$ cat src/shared/pin_route_pkg.sv
// constants for the low port j pin routing block
package pin_route_pkg;

  // ----------------------------------------------------------------
  // package codes
  // ----------------------------------------------------------------
  localparam logic [2:0] PKG_20 = 3'h1;
  localparam logic [2:0] PKG_32 = 3'h2;
  localparam logic [2:0] PKG_48 = 3'h3;
  localparam logic [2:0] PKG_64_100 = 3'h4;

  // ----------------------------------------------------------------
  // pin positions and reset values
  // ----------------------------------------------------------------
  localparam int PIN_COUNT = 2;
  localparam int PIN0 = 0;
  localparam int PIN1 = 1;
  localparam logic [1:0] PINS_RESET = 2'h0;

  typedef enum logic [1:0] {
    own_spi,
    own_tim,
    own_pwm,
    own_gpo
  } owner_type;

endpackage

$ cat src/shared/pin_event_if.sv
// carrier between the router and the pin interrupt detector
`timescale 1ns/10ps
interface pin_event_if;
  logic [1:0] level;
  logic [1:0] enable;
  logic [1:0] rising_sel;
  logic [1:0] clear;
  logic [1:0] flag;

  modport router (output level, output enable, output rising_sel, output clear, input flag);
  modport detector (input level, input enable, input rising_sel, input clear, output flag);
endinterface

$ cat src/rtl/pin_event_detect.sv
// per-pin edge detector with sticky interrupt flags
`timescale 1ns/10ps
module pin_event_detect
  import pin_route_pkg::*;
(
  input wire logic core_clk,
  input wire logic reset,
  pin_event_if.detector ev
);

  typedef struct packed {
    logic [1:0] prev;
    logic [1:0] flag;
  } det_state_type;

  det_state_type state_q;
  det_state_type state_d;
  logic [1:0] hit;

  // ----------------------------------------------------------------
  // edge detection, one per pin
  // ----------------------------------------------------------------
  for (genvar i = 0; i < PIN_COUNT; i++) begin : g_pin
    assign hit[i] = ev.enable[i] & (ev.rising_sel[i] ? (ev.level[i] & ~state_q.prev[i])
                                                     : (~ev.level[i] & state_q.prev[i]));
  end

  always_comb begin
    state_d = state_q;
    state_d.prev = ev.level;
    // a new edge wins over a clear in the same cycle
    state_d.flag = (state_q.flag & ~ev.clear) | hit;
  end

  always_ff @(posedge core_clk or posedge reset) begin
    if (reset) begin
      state_q <= '0;
    end else begin
      state_q <= state_d;
    end
  end

  assign ev.flag = state_q.flag;

  // ----------------------------------------------------------------
  // checks
  // ----------------------------------------------------------------
  a_edge_sets_flag: assert property (@(posedge core_clk) disable iff (reset)
    hit[0] |=> ev.flag[0])
    else $error("pin0 edge did not set its flag");
  a_flag_holds_clear: assert property (@(posedge core_clk) disable iff (reset)
    ev.flag[1] && !ev.clear[1] |=> ev.flag[1])
    else $error("pin1 flag dropped without clear");
  a_disabled_no_flag: assert property (@(posedge core_clk) disable iff (reset)
    !ev.enable[1] && !ev.flag[1] |=> !ev.flag[1])
    else $error("pin1 flag rose while disabled");

endmodule

$ cat src/rtl/port_j_low_pin_routing.sv
// routing of the two lowest port j pins between peripherals and gpio
`timescale 1ns/10ps
module port_j_low_pin_routing
  import pin_route_pkg::*;
(
  input wire logic core_clk,
  input wire logic reset,
  input wire logic [2:0] package_code,
  input wire logic second_serial_peripheral_en,
  input wire logic second_spi_master_out,
  input wire logic second_spi_master_out_oe,
  input wire logic second_spi_master_in,
  input wire logic second_spi_master_in_oe,
  input wire logic timer_channel6_io,
  input wire logic timer_channel6_oe,
  input wire logic pwm_channel6_out,
  input wire logic pwm_channel6_en,
  input wire logic [1:0] gpio_dir,
  input wire logic [1:0] general_purpose_output,
  input wire logic [1:0] pin_int_en,
  input wire logic [1:0] pin_int_rising,
  input wire logic [1:0] pin_int_clear,
  input wire logic [1:0] pin_in,
  output logic [1:0] pin_out,
  output logic [1:0] pin_oe,
  output logic [1:0] pin_level,
  output logic [1:0] pin_int_flag,
  output owner_type pin1_owner,
  output owner_type pin0_owner
);

  typedef struct packed {
    logic [1:0] sync1;
    logic [1:0] sync2;
    logic [1:0] out;
    logic [1:0] oe;
    owner_type own1;
    owner_type own0;
  } route_state_type;

  route_state_type state_q;
  route_state_type state_d;
  logic spi_bonded;
  logic is_48;
  pin_event_if ev ();

  // ----------------------------------------------------------------
  // elaboration checks
  // ----------------------------------------------------------------
  // ports and state are sized for exactly two pins
  if (PIN_COUNT != 2) begin : g_bad_pin_count
    $error("pin router serves exactly two pins");
  end

  // ----------------------------------------------------------------
  // package decode
  // ----------------------------------------------------------------
  assign spi_bonded = (package_code != PKG_20) && (package_code != PKG_32);
  assign is_48 = (package_code == PKG_48);

  // ----------------------------------------------------------------
  // ownership and drive
  // ----------------------------------------------------------------
  always_comb begin
    state_d = state_q;
    state_d.sync1 = pin_in;
    state_d.sync2 = state_q.sync1;
    // pin1: spi master out, then timer (48 only), then gpio
    if (spi_bonded && second_serial_peripheral_en) begin
      state_d.own1 = own_spi;
      state_d.out[PIN1] = second_spi_master_out;
      state_d.oe[PIN1] = second_spi_master_out_oe;
    end else if (is_48 && timer_channel6_oe) begin
      state_d.own1 = own_tim;
      state_d.out[PIN1] = timer_channel6_io;
      state_d.oe[PIN1] = 1'b1;
    end else begin
      state_d.own1 = own_gpo;
      state_d.out[PIN1] = general_purpose_output[PIN1];
      state_d.oe[PIN1] = gpio_dir[PIN1];
    end
    // pin0: spi master in, then pwm (48 only), then gpio
    if (spi_bonded && second_serial_peripheral_en) begin
      state_d.own0 = own_spi;
      state_d.out[PIN0] = second_spi_master_in;
      state_d.oe[PIN0] = second_spi_master_in_oe;
    end else if (is_48 && pwm_channel6_en) begin
      state_d.own0 = own_pwm;
      state_d.out[PIN0] = pwm_channel6_out;
      state_d.oe[PIN0] = 1'b1;
    end else begin
      state_d.own0 = own_gpo;
      state_d.out[PIN0] = general_purpose_output[PIN0];
      state_d.oe[PIN0] = gpio_dir[PIN0];
    end
  end

  always_ff @(posedge core_clk or posedge reset) begin
    if (reset) begin
      state_q.sync1 <= PINS_RESET;
      state_q.sync2 <= PINS_RESET;
      state_q.out <= PINS_RESET;
      state_q.oe <= PINS_RESET;
      state_q.own1 <= own_gpo;
      state_q.own0 <= own_gpo;
    end else begin
      state_q <= state_d;
    end
  end

  assign pin_out = state_q.out;
  assign pin_oe = state_q.oe;
  assign pin_level = state_q.sync2;
  assign pin1_owner = state_q.own1;
  assign pin0_owner = state_q.own0;

  // ----------------------------------------------------------------
  // pin interrupts, sensed on the pin whatever its direction; disabled for PKG_20 and PKG_32
  // ----------------------------------------------------------------
  assign ev.level = state_q.sync2;
  assign ev.enable = spi_bonded ? pin_int_en : 2'h0;
  assign ev.rising_sel = pin_int_rising;
  assign ev.clear = pin_int_clear;
  assign pin_int_flag = ev.flag;

  pin_event_detect u_detect (
    .core_clk(core_clk),
    .reset(reset),
    .ev(ev)
  );

  // ----------------------------------------------------------------
  // checks
  // ----------------------------------------------------------------
  a_spi_owns_pin1: assert property (@(posedge core_clk) disable iff (reset)
    spi_bonded && second_serial_peripheral_en |=> pin1_owner == own_spi
      && pin_oe[1] == $past(second_spi_master_out_oe) && pin_out[1] == $past(second_spi_master_out))
    else $error("pin1 not driven by spi master out");
  a_timer_forces_out: assert property (@(posedge core_clk) disable iff (reset)
    is_48 && !second_serial_peripheral_en && timer_channel6_oe
      |=> pin_oe[1] && pin_out[1] == $past(timer_channel6_io))
    else $error("timer channel did not force pin1 output");
  a_spi_over_timer: assert property (@(posedge core_clk) disable iff (reset)
    is_48 && second_serial_peripheral_en && timer_channel6_oe |=> pin1_owner == own_spi)
    else $error("timer won over spi on pin1");
  a_no_timer_large: assert property (@(posedge core_clk) disable iff (reset)
    package_code == PKG_64_100 |=> pin1_owner != own_tim)
    else $error("timer routed to pin1 in large package");
  a_spi_owns_pin0: assert property (@(posedge core_clk) disable iff (reset)
    spi_bonded && second_serial_peripheral_en |=> pin0_owner == own_spi
      && pin_oe[0] == $past(second_spi_master_in_oe))
    else $error("pin0 not driven by spi master in");
  a_pwm_forces_out: assert property (@(posedge core_clk) disable iff (reset)
    is_48 && !second_serial_peripheral_en && pwm_channel6_en
      |=> pin_oe[0] && pin_out[0] == $past(pwm_channel6_out))
    else $error("pwm channel did not force pin0 output");
  a_spi_over_pwm: assert property (@(posedge core_clk) disable iff (reset)
    is_48 && second_serial_peripheral_en && pwm_channel6_en |=> pin0_owner == own_spi)
    else $error("pwm won over spi on pin0");
  a_no_pwm_large: assert property (@(posedge core_clk) disable iff (reset)
    package_code == PKG_64_100 |=> pin0_owner != own_pwm)
    else $error("pwm routed to pin0 in large package");
  a_gpio_fallback: assert property (@(posedge core_clk) disable iff (reset)
    !spi_bonded |=> pin_oe == $past(gpio_dir) && pin_out == $past(general_purpose_output))
    else $error("unowned pins do not follow gpio settings");
  a_small_no_int: assert property (@(posedge core_clk) disable iff (reset)
    !spi_bonded && pin_int_clear == 2'h3 |=> ##1 pin_int_flag == 2'h0)
    else $error("pin interrupt in small package");

  // ----------------------------------------------------------------
  // owner fallbacks and the full priority chain
  // ----------------------------------------------------------------
  // each owner checked with every higher one off
  a_spi_in_drive: assert property (@(posedge core_clk) disable iff (reset)
    spi_bonded && second_serial_peripheral_en |=> pin_out[0] == $past(second_spi_master_in))
    else $error("pin0 value not taken from spi master in");
  a_timer_owner: assert property (@(posedge core_clk) disable iff (reset)
    is_48 && !second_serial_peripheral_en && timer_channel6_oe |=> pin1_owner == own_tim)
    else $error("timer not owner of pin1 above gpio");
  a_pwm_owner: assert property (@(posedge core_clk) disable iff (reset)
    is_48 && !second_serial_peripheral_en && pwm_channel6_en |=> pin0_owner == own_pwm)
    else $error("pwm not owner of pin0 above gpio");
  a_gpio_pin1_48: assert property (@(posedge core_clk) disable iff (reset)
    is_48 && !second_serial_peripheral_en && !timer_channel6_oe |=> pin1_owner == own_gpo
      && pin_oe[1] == $past(gpio_dir[1]) && pin_out[1] == $past(general_purpose_output[1]))
    else $error("unowned pin1 does not follow gpio settings");
  a_gpio_pin0_48: assert property (@(posedge core_clk) disable iff (reset)
    is_48 && !second_serial_peripheral_en && !pwm_channel6_en |=> pin0_owner == own_gpo
      && pin_oe[0] == $past(gpio_dir[0]) && pin_out[0] == $past(general_purpose_output[0]))
    else $error("unowned pin0 does not follow gpio settings");
  a_large_pin1_gpio: assert property (@(posedge core_clk) disable iff (reset)
    package_code == PKG_64_100 && !second_serial_peripheral_en |=> pin1_owner == own_gpo
      && pin_oe[1] == $past(gpio_dir[1]))
    else $error("pin1 in large package not given to gpio");
  a_large_pin0_gpio: assert property (@(posedge core_clk) disable iff (reset)
    package_code == PKG_64_100 && !second_serial_peripheral_en |=> pin0_owner == own_gpo
      && pin_oe[0] == $past(gpio_dir[0]))
    else $error("pin0 in large package not given to gpio");
  a_small_no_spi: assert property (@(posedge core_clk) disable iff (reset)
    !spi_bonded |=> pin1_owner == own_gpo && pin0_owner == own_gpo)
    else $error("peripheral took a pin in small package");

  c_timer_owns: cover property (@(posedge core_clk) disable iff (reset) pin1_owner == own_tim);
  c_pwm_owns: cover property (@(posedge core_clk) disable iff (reset) pin0_owner == own_pwm);
  c_spi_owns: cover property (@(posedge core_clk) disable iff (reset) pin1_owner == own_spi);
  c_int_raised: cover property (@(posedge core_clk) disable iff (reset) pin_int_flag != 2'h0);
  // gpio driving a pin as output
  c_gpio_drives: cover property (@(posedge core_clk) disable iff (reset)
    pin_oe[1] && pin1_owner == own_gpo);

endmodule

$ cat config.mk
export PLATFORM = sky130hd
export DESIGN_NAME = port_j_low_pin_routing
export DESIGN_NICKNAME = d
export VERILOG_FILES = /design/src/shared/pin_route_pkg.sv /design/src/shared/pin_event_if.sv /design/src/rtl/pin_event_detect.sv /design/src/rtl/port_j_low_pin_routing.sv
export SDC_FILE = /design/constraint.sdc
export NUM_CORES = 1
export LEC_CHECK = 0
export ABC_CLOCK_PERIOD_IN_PS = 2120
export BUFFER_PORTS_ARGS = -buffer_cell sky130_fd_sc_hd__buf_2
export CAP_MARGIN = 20
export CELL_PAD_IN_SITES_DETAIL_PLACEMENT = 0
export CELL_PAD_IN_SITES_GLOBAL_PLACEMENT = 1
export CORE_UTILIZATION = 33
export CTS_CLUSTER_SIZE = 30
export DETAILED_ROUTE_END_ITERATION = 7
export PLACE_DENSITY = 0.89
export SLEW_MARGIN = 40
export SYNTH_ARGS = -nofsm -noshare
export SYNTH_HDL_FRONTEND = slang
export SYNTH_HIERARCHICAL = 1
export SYNTH_SLANG_ARGS = --single-unit
$ cat constraint.sdc
create_clock -name core_clk -period 2.12 [get_ports core_clk]
set_clock_uncertainty 0.1 [all_clocks]
set_input_delay 0.424 -clock core_clk [delete_from_list [all_inputs] [get_ports core_clk]]
set_output_delay 0.424 -clock core_clk [all_outputs]
set_load 0.05 [all_outputs]
==> flow_summary.yaml <==
run_status:
  status: "complete, no violations"
timing:
  hold_ws_ps: 155.6
  rsz0062_at_grt: "no"
  worst_slew_pin_slew_ps: 392.1
  slew_violations: 0
  finalSetupTns_ps: 0
  hold_viol_final: 0
  post-route-period-util_pct: 74.36
  max_freq_ghz: 0.6343
  setup_viol: 0
  slew_headroom_pct: 73.83
  fin_crit_ps: 1576
floorplan:
  fp.dieArea_sq_mm: 0.002110
  fp.dieH_um: 45.93
  ios: 38
  start_util_pct: 36.10
  rows: 15
  core-area_sq_mm: 0.001764
  dieWidth_um: 45.93
run:
  cap_violations: 0
grt:
  grt_pass1_wl_um: 1787
  overflow: 0
  grt_max_degree: 12
  grt_pass1_vias: 452
  grt_util_all_layers_pct: 11.82
  antenna_found_initial: 0
setup_path:
  crit_required_ps: 1600
  cp-end-kind: "primary output"
  worstPathArrival_ps: 1050
  worstSetupPathType: "flip-flop to primary output"
  critPathMaxStageDelay_ps: 530
  critPathBufInv: 1
  cp_slowest_cell: "dfstp_2"
  startpoint_type: "flip-flop"
  crit_fanout: 2
  crit_chain: "buf_2"
  cp_top_family: "flip-flops"
cts:
  cts.clk_slew.worst_paths_ps: 80
  cts_buffer_depth: 2
  clk_latency_ps: 270
  cts_tree: "yes"
  cts.sinks: 15
  cts_buffers: 3
  htree_num_levels: 1
  clockRootBuffer: "clkbuf_4"
  cts_setup_buffers: 0
  cts_resized: 0
synthesis:
  synth_area_sq_um: 636.9
  syn_avg_cell_area_sq_um: 13.55
  syn_nets: 73
  ys_ff_latch: 15
  ys_seq_area_share_pct: 59.53
  netlist_instances: 47
  ys_types: 18
  yosysWarningCount: 6
detailed_routing:
  drt_iter0_markers: 3
  wl_met1_um: 471
  antenna_left: 0
  vias: 465
  met2WireLength_um: 523
  post_drt_wl_per_cell_um: 9.874
  route.detailed.drc: 0
  first_pass_iters: 3
  drt-total-wl_um: 1096
  top_layer: "met3"
  via_per_inst: 4.189
  met3_length_um: 101
power_and_ir_drop:
  powerDensity_mw_per_mm2: 723.6
  vdd_drop_max_uv: 312.5
  leakage_uw: 0.0004473
finish:
  drive_above_1_share_pct: 59.30
  syn_to_final_growth_pct: 36.15
  n_antenna_cell: 0
  nets: 113
  fin_util_pct: 49.15
  most-common-layout-cells: "37 x buf_2, 12 x dfrtp_1, 4 x inv_1"
  final_common_cell: "buf_2"
  n_fill_cell: 192
hold_path:
  hold_class: "input port to flip-flop"
place:
  io_buffers: 37
  gp_congestion: 0.6420
power by group:
part	switching, uW	internal, uW
combinational	105	53.5
sequential	7.61	311
clock	78.5	72.7
total	191	437
kinds of logic (layout without fill, tap and decap cells):
family / after synthesis / after routing / synth area share, %
AND/OR/NAND/NOR: 15 / 15 / 18.27
AO/OA/AOI/OAI: 3 / 3 / 2.947
flip-flops: 15 / 15 / 59.53
XOR/XNOR: 1 / 1 / 1.375
buffers and inverters: 7 / 46 / 5.893
multiplexers: 6 / 6 / 11.98
routing by layer:
layer / vias up / GRT usage [%]
met5: - / 0
met1: 202 / 15.08
met4: 0 / 5.294
met3: 0 / 2.381
li1: 235 / -
met2: 28 / 19.15
cell type report:
cell class	instances	area (sq um)	area share (%)
timing repair buffer	38	195.2	22.51
clock buffer	4	26.28	3.030
sequential	15	379.1	43.72
tap	25	31.28	3.608
inverter	4	15.01	1.732
multi-input combinational	25	220.2	25.40
per-stage QoR:
stage	cell area, sq um	power [uW]	worst slack [ps]	std cells
2_1_floorplan	636.9	439.0	617.8	47
4_1_cts	867.1	639.8	520.8	111
6_report	867.1	627.5	543.6	111
3_5_place_dp	830.8	482.2	459.4	106
3_3_place_gp	830.8	479.7	475.8	106
5_1_grt	867.1	664.0	490.2	111
registers in the layout, summed over array words and instances (netlist names):
name and count:
pin1_owner 2, pin_level 2, pin_oe 2, pin_out 2
state_d 2, u_detect/ev.flag 2, u_detect/state_q 2, pin0_owner 1
timing repair:
item                       in CTS  in global routing
hold endpoints to repair        4                  0
setup endpoints to repair       0                  0
hold buffers                    1                  0
cell usage after synthesis:
cell type,instances,area (sq um)
nand4bb_1,2,22.52
a21oi_1,2,10.01
mux2_4,3,45.04
or2_2,1,6.260
o21ai_2,1,8.760
nor2_1,2,7.510
nand3_1,2,10.01
mux2i_1,2,20.02
and2_1,2,12.51
nand2b_1,2,12.51
dfstp_2,3,78.83
mux2_2,1,11.26
inv_1,4,15.01
dfrtp_1,12,300.3
xnor2_1,1,8.760
nand4b_1,2,17.52
buf_4,3,22.52
and4b_4,2,27.53
worst paths after layout:
kind	startpoint	cells past startpoint	endpoint	slack (ps)
setup / recovery	pin1_owner[0]$_DFF_PP1_	1	pin0_owner[1]	540
hold / removal	pin_in[0]	1	state_d[8]$_DFF_PP0_	160
setup reg to reg	pin_level[1]$_DFF_PP0_	2	u_detect/ev.flag[1]$_DFF_PP0_	1270
hold reg to reg	state_d[8]$_DFF_PP0_	0	pin_level[0]$_DFF_PP0_	260
max in group asynchronous	reset	3	pin1_owner[1]$_DFF_PP1_	1010
min in group asynchronous	reset	3	u_detect/ev.flag[0]$_DFF_PP0_	490
No activity file was read; power rests on OpenSTA's default activity.
